===== src/hdl/acs_pkg.sv =====
// Constants for the converter sequencer: register map, fields, timing
`default_nettype none
package acs_pkg;
	// Register indexes; byte address is four times the index
	localparam logic [4:0] IDX_CONTROL   = 5'h00;
	localparam logic [4:0] IDX_WINMODE   = 5'h04;
	localparam logic [4:0] IDX_SAMPLE_LENGTH   = 5'h05;
	localparam logic [4:0] IDX_POSSEL    = 5'h08;
	localparam logic [4:0] IDX_NEGSEL    = 5'h09;
	localparam logic [4:0] IDX_COMMAND   = 5'h0a;
	localparam logic [4:0] IDX_EVENT_TRIGGER_CONTROL    = 5'h0b;
	localparam logic [4:0] IDX_FLAGS     = 5'h0d;
	localparam logic [4:0] IDX_RESULT    = 5'h10;
	localparam logic [4:0] IDX_WINLOW    = 5'h12;
	localparam logic [4:0] IDX_WINHIGH   = 5'h14;
	// Field positions
	localparam int BIT_ENABLE    = 0;
	localparam int BIT_FREERUN   = 1;
	localparam int BIT_START     = 0;
	localparam int BIT_STOP      = 1;
	localparam int BIT_EVSTART   = 0;
	localparam int BIT_RESRDY    = 0;
	localparam int BIT_WINMATCH  = 1;
	// Reset values
	localparam logic [7:0]  RST_BYTE  = 8'h00;
	localparam logic [15:0] RST_WORD  = 16'h0000;
	// Window modes
	localparam logic [2:0] WM_NONE    = 3'h0;
	localparam logic [2:0] WM_BELOW   = 3'h1;
	localparam logic [2:0] WM_ABOVE   = 3'h2;
	localparam logic [2:0] WM_INSIDE  = 3'h3;
	localparam logic [2:0] WM_OUTSIDE = 3'h4;
	// Input select codes
	localparam logic [6:0] SEL_POS_PIN_MAX = 7'h15;
	localparam logic [6:0] SEL_NEG_PIN_MAX = 7'h0f;
	localparam logic [6:0] SEL_GND         = 7'h40;
	localparam logic [6:0] SEL_TEMP        = 7'h42;
	localparam logic [6:0] SEL_DAC         = 7'h48;
	localparam logic [6:0] SEL_DACREF_LAST = 7'h4b;
	// Timing
	localparam int          SAMPLE_BASE_CYC = 2;
	localparam int          CONV_DIV_DEF    = 2;
	typedef enum logic [1:0] {ST_IDLE, ST_SAMPLE, ST_CONVERT} acs_state_t;
endpackage
`default_nettype wire


===== src/hdl/acs_sequencer.sv =====
// Converter sequencer: APB registers, sample timing, input select, window
//
// Register access over APB is this design's own decision.
`default_nettype none
module acs_sequencer import acs_pkg::*; #(
	parameter int CONV_DIV = CONV_DIV_DEF
) (
	// Clock and reset
	input  wire logic        ref_clk,
	input  wire logic        rstn,
	// APB slave
	input  wire logic        psel,
	input  wire logic        penable,
	input  wire logic        pwrite,
	input  wire logic [7:0]  paddr,
	input  wire logic [31:0] pwdata,
	output logic      [31:0] prdata,
	output logic             pready,
	output logic             pslverr,
	// Event trigger from outside
	input  wire logic        start_event,
	// Converter core
	input  wire logic        core_done,
	input  wire logic [15:0] core_result,
	output logic             core_go,
	output logic             sample_on,
	output logic             conv_tick,
	// Analog front end
	output logic      [6:0]  pos_input,
	output logic      [6:0]  neg_input,
	output logic             pos_legal,
	output logic             neg_legal
);
	if (CONV_DIV < 1 || CONV_DIV > 256) begin : g_div_check
		$error("CONV_DIV out of range");
	end

	function automatic logic pos_ok(input logic [6:0] c);
		pos_ok = (c <= SEL_POS_PIN_MAX) || c == SEL_GND || c == SEL_TEMP
			|| (c >= SEL_DAC && c <= SEL_DACREF_LAST);
	endfunction

	function automatic logic neg_ok(input logic [6:0] c);
		neg_ok = (c <= SEL_NEG_PIN_MAX) || c == SEL_GND || c == SEL_DAC;
	endfunction

	function automatic logic win_hit(input logic [2:0]  m,
					input logic [15:0] r,
					input logic [15:0] lo,
					input logic [15:0] hi);
		case (m)
			WM_BELOW:   win_hit = r < lo;
			WM_ABOVE:   win_hit = r > hi;
			WM_INSIDE:  win_hit = r >= lo && r <= hi;
			WM_OUTSIDE: win_hit = r < lo || r > hi;
			default:    win_hit = 1'b0;
		endcase
	endfunction

	logic [1:0]  rst_sync_r;
	logic        rst_n;
	logic [1:0]  ev_sync_r;
	logic        ev_prev_r;
	logic [7:0]  div_r;
	logic        tick_r;
	logic        enable_r;
	logic        freerun_r;
	logic [2:0]  winmode_r;
	logic [7:0]  sample_length_r;
	logic [6:0]  pos_reg_r;
	logic [6:0]  neg_reg_r;
	logic        evstart_r;
	logic        pend_r;
	logic        resrdy_r;
	logic        winflag_r;
	logic [15:0] result_r;
	logic [15:0] winlow_r;
	logic [15:0] winhigh_r;
	logic [8:0]  samp_cnt_r;
	acs_state_t  state_r;
	logic [31:0] rdata_nxt;
	logic        map_hit;
	logic [4:0]  idx;
	logic        acc;
	logic        wr;
	logic        rd;
	logic        start_wr;
	logic        stop_wr;
	logic        ev_rise;
	logic        launch;
	logic        fin;

	assign rst_n = rst_sync_r[1];
	assign idx   = paddr[6:2];
	assign acc   = psel && penable && pready && map_hit && paddr[7] == 1'b0;
	assign wr    = acc && pwrite;
	assign rd    = acc && !pwrite;
	assign stop_wr  = wr && idx == IDX_COMMAND && pwdata[BIT_STOP];
	assign start_wr = wr && idx == IDX_COMMAND && pwdata[BIT_START]
		&& !pwdata[BIT_STOP];
	assign ev_rise = evstart_r && ev_sync_r[1] && !ev_prev_r;
	assign fin     = state_r == ST_CONVERT && core_done;
	assign launch  = state_r == ST_IDLE && enable_r && !stop_wr
		&& (pend_r || start_wr || ev_rise);

	always_ff @(posedge ref_clk or negedge rstn) begin
		if (!rstn)
			rst_sync_r <= 2'b00;
		else
			rst_sync_r <= {rst_sync_r[0], 1'b1};
	end

	always_ff @(posedge ref_clk or negedge rst_n) begin
		if (!rst_n) begin
			ev_sync_r <= 2'b00;
			ev_prev_r <= 1'b0;
		end else begin
			ev_sync_r <= {ev_sync_r[0], start_event};
			ev_prev_r <= ev_sync_r[1];
		end
	end

	// Converter clock enable
	always_ff @(posedge ref_clk or negedge rst_n) begin
		if (!rst_n) begin
			div_r  <= 8'h00;
			tick_r <= 1'b0;
		end else if (div_r == 8'(CONV_DIV - 1)) begin
			div_r  <= 8'h00;
			tick_r <= 1'b1;
		end else begin
			div_r  <= div_r + 8'h01;
			tick_r <= 1'b0;
		end
	end

	// APB answer one cycle after the access phase opens
	always_comb begin
		map_hit   = 1'b1;
		rdata_nxt = 32'h0000_0000;
		case (idx)
			IDX_CONTROL: rdata_nxt[1:0] = {freerun_r, enable_r};
			IDX_WINMODE: rdata_nxt[2:0] = winmode_r;
			IDX_SAMPLE_LENGTH: rdata_nxt[7:0] = sample_length_r;
			IDX_POSSEL:  rdata_nxt[6:0] = pos_reg_r;
			IDX_NEGSEL:  rdata_nxt[6:0] = neg_reg_r;
			IDX_COMMAND: rdata_nxt[BIT_START] = pend_r
				|| state_r != ST_IDLE;
			IDX_EVENT_TRIGGER_CONTROL:  rdata_nxt[BIT_EVSTART] = evstart_r;
			IDX_FLAGS:   rdata_nxt[1:0] = {winflag_r, resrdy_r};
			IDX_RESULT:  rdata_nxt[15:0] = result_r;
			IDX_WINLOW:  rdata_nxt[15:0] = winlow_r;
			IDX_WINHIGH: rdata_nxt[15:0] = winhigh_r;
			default:     map_hit = 1'b0;
		endcase
		if (paddr[7])
			map_hit = 1'b0;
	end

	always_ff @(posedge ref_clk or negedge rst_n) begin
		if (!rst_n) begin
			pready  <= 1'b0;
			pslverr <= 1'b0;
			prdata  <= 32'h0000_0000;
		end else begin
			pready  <= psel && penable && !pready;
			pslverr <= psel && penable && !pready && !map_hit;
			if (psel && penable && !pready && !pwrite)
				prdata <= map_hit ? rdata_nxt : 32'h0000_0000;
		end
	end

	// Software-written settings
	always_ff @(posedge ref_clk or negedge rst_n) begin
		if (!rst_n) begin
			enable_r  <= 1'b0;
			freerun_r <= 1'b0;
			winmode_r <= WM_NONE;
			sample_length_r <= RST_BYTE;
			pos_reg_r <= RST_BYTE[6:0];
			neg_reg_r <= RST_BYTE[6:0];
			evstart_r <= 1'b0;
			winlow_r  <= RST_WORD;
			winhigh_r <= RST_WORD;
		end else if (wr) begin
			case (idx)
				IDX_CONTROL: begin
					enable_r  <= pwdata[BIT_ENABLE];
					freerun_r <= pwdata[BIT_FREERUN];
				end
				IDX_WINMODE: winmode_r <= pwdata[2:0];
				IDX_SAMPLE_LENGTH: sample_length_r <= pwdata[7:0];
				IDX_POSSEL:  pos_reg_r <= pwdata[6:0];
				IDX_NEGSEL:  neg_reg_r <= pwdata[6:0];
				IDX_EVENT_TRIGGER_CONTROL:  evstart_r <= pwdata[BIT_EVSTART];
				IDX_WINLOW:  winlow_r  <= pwdata[15:0];
				IDX_WINHIGH: winhigh_r <= pwdata[15:0];
				default: begin
				end
			endcase
		end
	end

	// Start pending until the sequencer is back in idle
	always_ff @(posedge ref_clk or negedge rst_n) begin
		if (!rst_n)
			pend_r <= 1'b0;
		else if (stop_wr || !enable_r)
			pend_r <= 1'b0;
		else if (start_wr && state_r != ST_IDLE)
			pend_r <= 1'b1;
		else if (launch)
			pend_r <= 1'b0;
	end

	// Sequence: sample, then wait for the core
	always_ff @(posedge ref_clk or negedge rst_n) begin
		if (!rst_n) begin
			state_r    <= ST_IDLE;
			samp_cnt_r <= 9'h000;
			core_go    <= 1'b0;
		end else begin
			core_go <= 1'b0;
			case (state_r)
				ST_IDLE: begin
					if (launch) begin
						state_r    <= ST_SAMPLE;
						samp_cnt_r <= 9'(SAMPLE_BASE_CYC)
							+ {1'b0, sample_length_r};
					end
				end
				ST_SAMPLE: begin
					if (stop_wr || !enable_r)
						state_r <= ST_IDLE;
					else if (tick_r && samp_cnt_r == 9'h001) begin
						state_r <= ST_CONVERT;
						core_go <= 1'b1;
					end else if (tick_r)
						samp_cnt_r <= samp_cnt_r - 9'h001;
				end
				ST_CONVERT: begin
					if (stop_wr || !enable_r)
						state_r <= ST_IDLE;
					else if (core_done) begin
						if (freerun_r) begin
							state_r    <= ST_SAMPLE;
							samp_cnt_r <= 9'(SAMPLE_BASE_CYC)
								+ {1'b0, sample_length_r};
						end else
							state_r <= ST_IDLE;
					end
				end
				default: state_r <= ST_IDLE;
			endcase
		end
	end

	// Result capture and flags; set wins over clear
	always_ff @(posedge ref_clk or negedge rst_n) begin
		if (!rst_n) begin
			result_r  <= RST_WORD;
			resrdy_r  <= 1'b0;
			winflag_r <= 1'b0;
		end else begin
			if (fin)
				result_r <= core_result;
			if (fin)
				resrdy_r <= 1'b1;
			else if ((wr && idx == IDX_FLAGS && pwdata[BIT_RESRDY])
				|| (rd && idx == IDX_RESULT))
				resrdy_r <= 1'b0;
			if (fin && win_hit(winmode_r, core_result,
				winlow_r, winhigh_r))
				winflag_r <= 1'b1;
			else if ((wr && idx == IDX_FLAGS && pwdata[BIT_WINMATCH])
				|| (rd && idx == IDX_RESULT))
				winflag_r <= 1'b0;
		end
	end

	// Front-end selection follows registers only between conversions
	always_ff @(posedge ref_clk or negedge rst_n) begin
		if (!rst_n) begin
			pos_input <= RST_BYTE[6:0];
			neg_input <= RST_BYTE[6:0];
			// Reset code zero selects pin 0, a legal input
			pos_legal <= 1'b1;
			neg_legal <= 1'b1;
		end else if (state_r == ST_IDLE || fin) begin
			pos_input <= pos_reg_r;
			neg_input <= neg_reg_r;
			pos_legal <= pos_ok(pos_reg_r);
			neg_legal <= neg_ok(neg_reg_r);
		end
	end

	always_ff @(posedge ref_clk or negedge rst_n) begin
		if (!rst_n) begin
			sample_on <= 1'b0;
			conv_tick <= 1'b0;
		end else begin
			sample_on <= state_r == ST_SAMPLE;
			conv_tick <= tick_r;
		end
	end
endmodule
`default_nettype wire


===== config.mk =====
export PLATFORM = sky130hd
export DESIGN_NAME = acs_sequencer
export DESIGN_NICKNAME = d
export VERILOG_FILES = /design/src/hdl/acs_pkg.sv /design/src/hdl/acs_sequencer.sv
export SDC_FILE = /design/constraint.sdc
export NUM_CORES = 1
export LEC_CHECK = 0
export ABC_AREA = 1
export BUFFER_PORTS_ARGS = -buffer_cell sky130_fd_sc_hd__buf_2
export CORE_MARGIN = 2
export CORE_UTILIZATION = 45
export CTS_CLUSTER_SIZE = 20
export DETAILED_ROUTE_END_ITERATION = 7
export GPL_ROUTABILITY_DRIVEN = 0
export PLACE_DENSITY = 0.68
export SYNTH_ARGS = -nofsm -noshare
export SYNTH_HDL_FRONTEND = slang
export SYNTH_SLANG_ARGS = --single-unit

===== constraint.sdc =====
create_clock -name ref_clk -period 6.25 [get_ports ref_clk]
set_clock_uncertainty 0.05 [all_clocks]
set_input_delay 1.25 -clock ref_clk [delete_from_list [all_inputs] [get_ports ref_clk]]
set_output_delay 1.25 -clock ref_clk [all_outputs]
set_load 0.05 [all_outputs]

Word-level counts from Yosys, hierarchy flattened --
Index checks and enable logic that the tools add are counted.
Word-level totals: logic and storage cells 176, output and inout bits 53, flip-flop bits (word level) 157
Cells by class: reduce and logical (&&, ||, !) cells 66, add/subtract/negate cells 3, bitwise operators 1, multiplexer cells 37, $lt $le $gt $ge 8, equality and inequality tests 31
Operators by type and width (count):
- $mux W9 | 7
- $eq A7 B7 Y1 const B | 4
- $logic_and A1 B1 Y1 | 28
- $pmux W9 S3 | 1
- $eq A5 B4 Y1 const B | 5
- $pmux W4 S6 | 1
- $pmux W8 S3 | 1
- $ge A16 B16 Y1 | 1
- $gt A16 B16 Y1 | 1
- $le A16 B16 Y1 | 1
- $lt A16 B16 Y1 | 1
- $mux W16 | 1
- $reduce_and A2 Y1 | 8
- $eq A5 B5 Y1 const B | 3
- $mux W1 | 14
- $ne A2 B2 Y1 const B | 7
- $logic_or A1 B1 Y1 | 13
- $pmux W1 S11 | 1
- $reduce_or A11 Y1 | 1
- $eq A5 B3 Y1 const B | 2
- $mux W2 | 5
- $add A2 B8 Y9 const A | 1
- $eq A9 B1 Y1 const B | 1
- $pmux W1 S9 | 1
- 26 further kinds | 37

Logic depth before layout (Yosys ltp) --
Gate-level depths: netlist (run 1).
depth after elaboration 16, gate-level depth with buffers 15, depth with buffers taken out 15

Least setup slack after synthesis (run 1) --
No wires, ideal clock.
path kind input port to flip-flop, start point in core_result[15], end point reg winflag_r, stages 11, path buffers 0, path slack 3.515 ns, arrival time 2.556 ns, cells stage by stage ha_1 nand4_1 or2_2 nor3_1 nand3_1 nand2_1 nand2_1 nand2_1 nand2_1 o21ai_0 nand2_1
On the way: cells in the longest elaborated chain, start to end 5, elaborated cells between the ends (all ways) 10, classes of those cells order compare (4); mux (2); reduce/logical (4)
RTL lines:
- start: declaration | RTL line acs_sequencer.sv:24 | input wire logic [15:0] core_result,
- $lt A16 B16 Y1, or another cell as far along | RTL line acs_sequencer.sv:52, acs_sequencer.sv:55
- $logic_or A1 B1 Y1 / $logic_and A1 B1 Y1 (equally long branches) | RTL line acs_sequencer.sv:55, acs_sequencer.sv:54
- $pmux W1 S4 * | RTL line acs_sequencer.sv:51 | case (m)
- $logic_and A1 B1 Y1 * | RTL line acs_sequencer.sv:272 | if (fin && win_hit(winmode_r, core_result,
- $mux W1 / $reduce_bool A2 Y1 (equally long branches)
- end signal: assignment | RTL line acs_sequencer.sv:263 | winflag_r <= 1'b0;
- end signal: assignment | RTL line acs_sequencer.sv:274 | winflag_r <= 1'b1;
- end signal: assignment | RTL line acs_sequencer.sv:277 | winflag_r <= 1'b0;
- end: declaration | RTL line acs_sequencer.sv:75 | logic winflag_r;
Mark *: on every way between the ends. The rest lies on a longest branch, timed or not. A chain may end at the register's enable or synchronous reset.

Worst setup path after layout (run 1) --
start point in paddr[5], end point reg winlow_r[9]
On the way: cells in the longest elaborated chain, start to end 8, elaborated cells between the ends (all ways) 18, classes of those cells eq/ne (10); mux (2); reduce/logical (6)
RTL lines:
- start: declaration | RTL line acs_sequencer.sv:15 | input wire logic [7:0] paddr,
- $eq A5 B4 Y1, or another cell as far along | RTL line acs_sequencer.sv:141 | case (idx)
- $reduce_or A11 Y1 (no source line)
- $mux W1 | RTL line acs_sequencer.sv:141
- $mux W1 | RTL line acs_sequencer.sv:156 | if (paddr[7])
- $logic_and A1 B1 Y1 (2 in a row) | RTL line acs_sequencer.sv:95 | assign acc = psel && penable && pready && map_hit && paddr[7] == 1'b0;
- $logic_and A1 B1 Y1 | RTL line acs_sequencer.sv:96 | assign wr = acc && pwrite;
- $reduce_and A2 Y1 (no source line) *
- end signal: assignment | RTL line acs_sequencer.sv:196 | IDX_WINLOW: winlow_r <= pwdata[15:0];
- end: declaration | RTL line acs_sequencer.sv:77 | logic [15:0] winlow_r;
Marks and branches as above.

==> flow_summary.ini, run 1 <==
[outcome]
status = complete, no violations

[critical_path]
start_kind = input pin
critPathKind = input pin to register
timing.critical_path.to_type = register
crit_fanout = 32
data_required_critical_path_ns = 6.50
arrival_ns = 3.63

[global_route]
antenna_found_initial = 0
global_route.usage.total_pct = 21.5
number_of_global_route_vias_before_repair = 5758
grt_first_pass_wirelength_um = 29400
grt_start_max_net_pins = 75
remaining_overflow_grt = 0

[routing]
viasPerCell = 5.13
dr_total_vias = 6132
dr.pass1.iters = 5
wl_per_cell_um = 15.3
antenna_left = 0
detailedRoute.firstIterationViolations = 492
total_routed_wirelength_um = 18300
route.detailed.drc = 0

[yosys]
top_post_synthesis_cells_by_area = dfrtp_1, nand2_1, o21ai_0
synth_largest_type_area_fraction_pct = 47.4
top_cell_type_by_total_area_after_synthesis = dfrtp_1
avgSynthCellArea_sq_um = 8.29
synth-warning-count = 0
synth.cell_area_sq_mm = 0.00734
synth-async-reset-ratio_pct = 100
synth_ff_type = dfrtp_1
gate_count_after_technology_mapping = 885
seq_total_area_yosys_pct = 48.1
synth_edf_count = 0
synth-seq-cells = 141
yosys.cell_types.count = 45

[cts]
worst_setup_hold_path_clk_slew_ns = 0.06
cts.root.buffer_cell = clkbuf_16
number_of_setup_buffers_added_after_cts = 0
cts_hold_buffers = 0
clockBufferDepth = 2
cts_tree = done
clkSinkCount = 141
cts.htree.levels = 4
cts_inserted_buffers = 17
cts_resized = 0
worstSkewPairLatency_ns = 0.43

[timing]
final_hold_viol_count = 0
finalWorstPathRequiredPeriod_ns = 3.38
fmax_mhz = 296
report.final.setup_viol = 0
rsz0062_at_grt = false
slew_violations = 0
max_slew.worst_pin.slew_ns = 1.03
worst_slack_ns = 2.87
timing.final.crit_share_pct = 54.1
slew_headroom_pct = 31.1
tns_ns = 0

[layout]
layout-area-overhead-vs-synth_pct = 16.0
final_core_utilization_pct = 53.6
most-common-layout-cells = nand2_1, dfrtp_1, inv_1, o21ai_0, buf_2
mostFrequentLayoutCell = nand2_1
nNetsFinal = 1066
drive_gt1_share_pct = 14.4
n_fill_cell = 1529
antennaDiodeCount = 0

[placement]
detailedPlace.worstSlack_ns = 2.48
detailedPlacementHpwl_um = 13300
io_buffers = 81

[floorplan]
die_height_um = 132
num_rows = 46
fp.coreArea_sq_mm = 0.0159
floorplan.die_area_sq_mm = 0.0173
io-pin-count = 116
die_x_um = 132
floorplan.initialDensity_pct = 46.2

[hold_path]
hp-class = register to register

[pwr]
power.ir.vdd_worst_v = 0.000194
design_power_total_uw = 2520
p_per_area_mw_per_mm2 = 297
power_leakage_uw = 0.00419

[run]
drv_cap = 0
[worst max-delay path, cell delays in order]
cell     delay (ns)
buf_2          0.15
nor2_2         0.14
nand3_2        0.37
nand4_2        0.26
nand4_4        0.16
inv_2          0.19
nand2_1        0.63
o21ai_0        0.46
[Yosys cell counts, types with 4 or more instances]
library cell	count
nand2_1	209
dfrtp_1	139
inv_1	132
o21ai_0	115
ha_1	37
nor2_1	36
a21oi_1	35
o22ai_1	26
clkbuf_1	20
nand3_1	20
nor3_1	18
buf_4	16
nand4_1	16
xor2_1	10
nand2_2	5
nor4_1	4
[metal layers]
layer  global-route usage [%]  wire (um)  part of all wire (%)  up-vias
li1                         -          -                     -     3035
met1                     30.8       8820                    48     2875
met2                     32.2       8110                    44      187
met3                     4.09        881                   4.8       35
met4                     8.64        465                   2.5        0
met5                        0          0                     0        -
[through the flow]
| step | hold slack, ns | instance area (sq um) | std cells |
|---|---|---|---|
| 6_report | 0.298 | 8510 | 1195 |
| 5_1_grt | 0.307 | 8510 | 1195 |
| 4_1_cts | 0.299 | 8510 | 1195 |
| 3_5_place_dp | 0.286 | 7890 | 1163 |
| 3_3_place_gp | 0.286 | 7890 | 1163 |
| 2_1_floorplan | 0.281 | 7390 | 900 |
[state kept, by name, indices dropped and copies added (netlist names), 3 cells and up]
register / cells
samp_cnt_r: 9
sample_length_r: 8
neg_input: 7
pos_input: 7
prdata: 16
winhigh_r: 16
pos_reg_r: 7
winlow_r: 16
div_r: 8
neg_reg_r: 7
result_r: 16
winmode_r: 3
[final cells by class]
cell class                 count  area [sq um]  area share (%)
timing repair buffer          84           428            5.03
clock inverter                11           165            1.94
sequential                   141          3530            41.5
clock buffer                  21           460            5.41
tap                          216           270            3.18
multi-input combinational    587          3150            37.0
inverter                     135           507            5.95
[power by group]
| group | leakage, uW | switching [uW] | internal (uW) | total (uW) |
|---|---|---|---|---|
| clock network | 0.000307 | 382 | 688 | 1070 |
| registers | 0.00189 | 38.2 | 965 | 1000 |
| logic | 0.00199 | 318 | 134 | 452 |
[final timing paths]
kind                                 endpoint  depth (start not counted)  slack (ns)     startpoint
setup / recovery                  winlow_r[9]                          8        2.87       paddr[5]
hold / removal                  rst_sync_r[1]                          0        0.30  rst_sync_r[0]
setup reg to reg                  winlow_r[9]                          5        3.98         pready
hold reg to reg                 rst_sync_r[1]                          0        0.30  rst_sync_r[0]
max in group asynchronous  sample_length_r[3]                          1        4.30  rst_sync_r[1]
min in group asynchronous            div_r[4]                          0        0.43  rst_sync_r[1]
[cell families (layout without fill, tap and decap cells)]
kind of cell,Yosys count,after routing,synth area share (%)
flip-flops,141,141,48.1
adder cells (fa/ha/maj),37,37,6.31
buffers and inverters,172,251,9.77
AND/OR/NAND/NOR,325,325,19.5
AO/OA/AOI/OAI,197,197,14.8
other,2,17,0.102
XOR/XNOR,11,11,1.31
(Power assumes the default switching activity.)
==> run 2: changes to the inputs <==
Settings changed: PLACE_DENSITY 0.68 to 0.7.
Clock period 6.25 ns to 2.9 ns, I/O delays scaled along.
==> flow_summary.ini, run 2 (synthesized netlist as in run 1, its figures left out) <==
[global_route]
global_route_hottest_layer = met2
met3_usage_pct = 4.94
groute.layer.met1.usage_pct = 31.4
grt_start_max_net_pins = 57
global_route.usage.total_pct = 22.1
number_of_global_route_vias_before_repair = 5945
met2_track_usage_gr_pct = 33.3
grt_first_pass_wirelength_um = 30300
remaining_overflow_grt = 0
antenna_found_initial = 0

[timing]
slew_headroom_pct = 50.8
finalWorstPathRequiredPeriod_ns = 2.37
timing.final.crit_share_pct = 81.7
max_slew.worst_pin.slew_ns = 0.737
final_hold_viol_count = 0
tns_ns = 0
timing.hold.ws_ns = 0.203
slew_violations = 0
fmax_mhz = 422
report.final.setup_viol = 0
rsz0062_at_grt = false

[routing]
viasPerCell = 5.15
route.detailed.drc = 0
dr.pass1.iters = 5
wl_per_cell_um = 15.3
total_routed_wirelength_um = 18500
detailedRoute.firstIterationViolations = 489
antenna_left = 0
dr_total_vias = 6237

[run]
drv_cap = 0

[critical_path]
critPathKind = register to register
worst-path-buf-inv = 2
worstPathCellList = inv_1 > ha_1 > nand2_1 > inv_1 > nand3_1 > or2_2 > nor3_1 > nand3_1 > nand2_1 > nand2_1 > nand2_1 > nand2_1 > o21ai_0 > nand2_1
path_delay_family = simple AND/OR/NAND/NOR gates
path_common_cell = nand2_1
timing.critical_path.to_type = register
crit_fanout = 3
arrival_ns = 2.62
data_required_critical_path_ns = 3.16
max_stage_delay_ns = 0.39
crit_path_max_delay_cell_type = dfrtp_1
start_kind = register

[cts]
cts_resized = 0
clkSinkCount = 141
cts.root.buffer_cell = clkbuf_16
worstSkewPairLatency_ns = 0.43
clockBufferDepth = 2
cts_tree = done
cts_inserted_buffers = 17
worst_setup_hold_path_clk_slew_ns = 0.06
cts.htree.levels = 4

[layout]
nNetsFinal = 1081
fin_cells = 1210
final_core_utilization_pct = 54.9
n_fill_cell = 1503
mostFrequentLayoutCell = nand2_1
drive_gt1_share_pct = 15.6
layout-area-overhead-vs-synth_pct = 18.9
antennaDiodeCount = 0
most-common-layout-cells = nand2_1, dfrtp_1, inv_1, o21ai_0, buf_2

[floorplan]
die_x_um = 132
floorplan.initialDensity_pct = 46.2
num_rows = 46
io-pin-count = 116
floorplan.die_area_sq_mm = 0.0173
fp.coreArea_sq_mm = 0.0159
die_height_um = 132

[placement]
dp.cells = 1177
io_buffers = 81
detailedPlacementHpwl_um = 13700

[pwr]
power.ir.vdd_worst_v = 0.000461
power_leakage_uw = 0.00430
design_power_total_uw = 5790
p_per_area_mw_per_mm2 = 664

[hold_path]
hp-class = input pin to register

[outcome]
status = complete, no violations
-- run 2: cell count changes in the layout (fill, tap and decap cells not counted) --
cell / delta
clkinv_4: -1
dlygate4sd3_1: +1
buf_4: +13
clkinv_2: -3
bufinv_16: +3
clkbuf_8: +1
buf_12: +1
-- run 2: area by class of cell --
cell class	instances	area (sq um)	share of cell area, %
inverters	135	507	5.81
flip-flops and latches	141	3530	40.5
clock inverters	10	231	2.65
well taps	216	270	3.10
repair buffers	99	556	6.37
clock buffers	22	474	5.44
multi-input cells	587	3150	36.1
-- run 2: path summary, 6_finish.rpt --
path / depth (start not counted) / end / slack [ns] / start
max: 14 / winflag_r / 0.53 / winhigh_r[11]
max reg2reg: 14 / winflag_r / 0.53 / winhigh_r[11]
min in group asynchronous: 0 / winhigh_r[4] / 0.35 / rst_sync_r[1]
min reg2reg: 0 / rst_sync_r[1] / 0.30 / rst_sync_r[0]
min: 1 / ev_sync_r[0] / 0.20 / start_event
max in group asynchronous: 1 / neg_legal / 1.69 / rst_sync_r[1]
-- run 2: report_power, final --
group,internal (uW),switching [uW],total [uW],leakage (uW)
Sequential,2080,80.9,2160,0.00189
Combinational,305,706,1010,0.00206
Clock,1770,847,2620,0.000341
-- run 2: stage by stage --
step | instance area [sq um] | setup WS (ns)
6_report | 8720 | 0.531
5_1_grt | 8720 | 0.390
4_1_cts | 8720 | 0.570
3_5_place_dp | 8000 | 0.390
3_3_place_gp | 8000 | 0.432
2_1_floorplan | 7390 | 0.510
-- run 2: worst register-to-register path, stage by stage (launching register included) --
cell     delay [ns]
dfrtp_1        0.39
inv_1          0.06
ha_1           0.29
nand2_1        0.06
inv_1          0.07
nand3_1        0.06
or2_2          0.30
nor3_1         0.24
nand3_1        0.15
nand2_1        0.11
nand2_1        0.06
nand2_1        0.05
nand2_1        0.04
o21ai_0        0.24
nand2_1        0.08
-- run 2: timing repair --
item | CTS | global route
endpoints found under the hold margin | 2 | 0
hold buffers | 1 | 0
setup buffers | 0 | 0
-- run 2: metal layers --
metal  vias to the layer above  part of all wire, %
li1                       3064                    -
met2                       193                   45
met4                         0                  1.8
met1                      2953                   48
met5                         -                    0
met3                        27                  5.3
==> run 3: changes to the inputs <==
Settings changed: PLACE_DENSITY 0.7 to 0.68.
Clock period 2.9 ns to 2.25 ns, I/O delays scaled along.
==> flow_summary.ini, run 3 (synthesized netlist as in run 1, its figures left out) <==
[pwr]
combPwrFrac_pct = 19.2
share_seq_of_total_power_pct = 40.5
swShare_pct = 30.3
power.ir.vdd_worst_v = 0.000585
clockPowerShare_pct = 40.4
internal_power_uw = 4780
total_switching_power_uw = 2080
design_power_total_uw = 6860
power_leakage_uw = 0.00429
p_per_area_mw_per_mm2 = 788

[timing]
fmax_mhz = 489
slew_violations = 0
report.final.setup_viol = 0
final_hold_viol_count = 0
max_slew.worst_pin.slew_ns = 0.774
rsz0062_at_grt = false
slew_headroom_pct = 48.0
timing.final.crit_share_pct = 90.8
finalWorstPathRequiredPeriod_ns = 2.04
tns_ns = 0

[placement]
detailedPlacementHpwl_um = 14000
io_buffers = 81
dp.cells = 1189
placed_instance_area_sq_mm = 0.00811

[layout]
multi_input_combinational_cell_area_sq_mm = 0.00316
drive_gt1_share_pct = 16.7
antennaDiodeCount = 0
layout-area-overhead-vs-synth_pct = 18.6
n_fill_cell = 1499
mostFrequentLayoutCell = nand2_1
most-common-layout-cells = nand2_1, dfrtp_1, inv_1, o21ai_0, buf_2
fin_cells = 1222
nNetsFinal = 1093
sequential_cell_area_sq_mm = 0.00353
post_route_cell_area_sq_mm = 0.00870

[critical_path]
path_common_cell = nand2_1
worstPathCellList = inv_1 > ha_1 > nand4_1 > or2_2 > nor3_2 > nand3_1 > nand2_1 > nand2_1 > nand2_1 > nand2_1 > o21ai_2 > nand2_1
arrival_ns = 2.30
max_stage_delay_ns = 0.36
timing.critical_path.to_type = register
crit_path_max_delay_cell_type = dfrtp_1
critPathKind = register to register
path_delay_family = simple AND/OR/NAND/NOR gates
crit_fanout = 2
start_kind = register
worst-path-buf-inv = 1
data_required_critical_path_ns = 2.51

[routing]
dr.pass1.iters = 5
dr_total_vias = 6244
antenna_left = 0
detailedRoute.firstIterationViolations = 508
viasPerCell = 5.11
total_routed_wirelength_um = 18600
route.detailed.drc = 0
wl_per_cell_um = 15.2

[floorplan]
fp.coreArea_sq_mm = 0.0159
floorplan.initialDensity_pct = 46.2
num_rows = 46
io-pin-count = 116
floorplan.die_area_sq_mm = 0.0173
die_x_um = 132
die_height_um = 132

[global_route]
global_route.usage.total_pct = 22.1
number_of_global_route_vias_before_repair = 5819
grt_start_max_net_pins = 42
grt_first_pass_wirelength_um = 30200
antenna_found_initial = 0
remaining_overflow_grt = 0

[cts]
cts_tree = done
worst_setup_hold_path_clk_slew_ns = 0.06
cts_inserted_buffers = 17
clkSinkCount = 141
clockBufferDepth = 2
cts.htree.levels = 4
cts.root.buffer_cell = clkbuf_16
worstSkewPairLatency_ns = 0.43

[run]
drv_cap = 0

[hold_path]
hp-class = input pin to register

[outcome]
status = complete, no violations
-- run 3: cell count changes in the layout (fill, tap and decap cells not counted) --
cell | before | now
clkbuf_8 | 3 | 2
nor3_1 | 18 | 17
o21ai_0 | 115 | 114
bufinv_16 | 7 | 2
buf_12 | 1 | 2
clkinv_2 | 1 | 3
o21ai_2 | 0 | 1
nor3_2 | 0 | 1
buf_4 | 16 | 27
clkbuf_1 | 2 | 3
clkinvlp_4 | 1 | 4
-- run 3: path summary, 6_finish.rpt --
path                                  to  slack (ns)  cells past startpoint           from
min                         ev_sync_r[0]        0.07                      1    start_event
max reg2reg                    winflag_r        0.21                     12  winhigh_r[14]
max                            winflag_r        0.21                     12  winhigh_r[14]
min in group asynchronous  rst_sync_r[1]        0.27                      2           rstn
max in group asynchronous      pos_legal        1.22                      1  rst_sync_r[1]
min reg2reg                     div_r[6]        0.28                      0  rst_sync_r[1]
-- run 3: final cells by class --
class	count	area share, %
flip-flops and latches	141	40.6
multi-input cells	587	36.3
repair buffers	111	7.56
inverters	135	5.82
clock buffers	22	5.33
well taps	216	3.11
clock inverters	10	1.31
-- run 3: power groups by stage --
| stage | clock network [uW] | logic (uW) | registers, uW |
|---|---|---|---|
| 3_5_place_dp | 0 | 1320 | 2820 |
| 6_report | 2770 | 1320 | 2780 |
| 2_1_floorplan | 0 | 866 | 2960 |
| 5_1_grt | 2920 | 1480 | 2800 |
| 4_1_cts | 2800 | 1330 | 2780 |
| 3_3_place_gp | 0 | 1300 | 2820 |
-- run 3: what timing repair did --
item                                   in CTS  in global routing
setup endpoints to repair                   0                  1
hold buffers                                1                  0
gates resized for setup                     0                  3
endpoints found under the hold margin       2                  0
setup buffers                               0                  0
-- run 3: through the flow --
stage                     util [%]  hold WS (ns)  setup WS (ns)
after floorplan                  -         0.104          0.315
after global placement        51.0         0.187        -0.0432
after detailed placement      51.0         0.186        -0.0663
after CTS                     54.7        0.0626         0.0602
after global routing          54.8        0.0715         0.0305
final                         54.8        0.0714          0.206
-- run 3: worst reg2reg max path: stages, from the launching register on --
cell     delay (ns)
dfrtp_1        0.36
inv_1          0.08
ha_1           0.30
nand4_1        0.13
or2_2          0.34
nor3_2         0.12
nand3_1        0.12
nand2_1        0.10
nand2_1        0.05
nand2_1        0.05
nand2_1        0.05
o21ai_2        0.12
nand2_1        0.06
-- run 3: per-layer routing --
metal	routed length, um	GRT usage [%]	vias to the layer above
li1	-	-	3093
met1	9030	33.2	2928
met2	8080	32.4	198
met3	1120	3.47	25
met4	325	7.37	0
met5	0	0	-
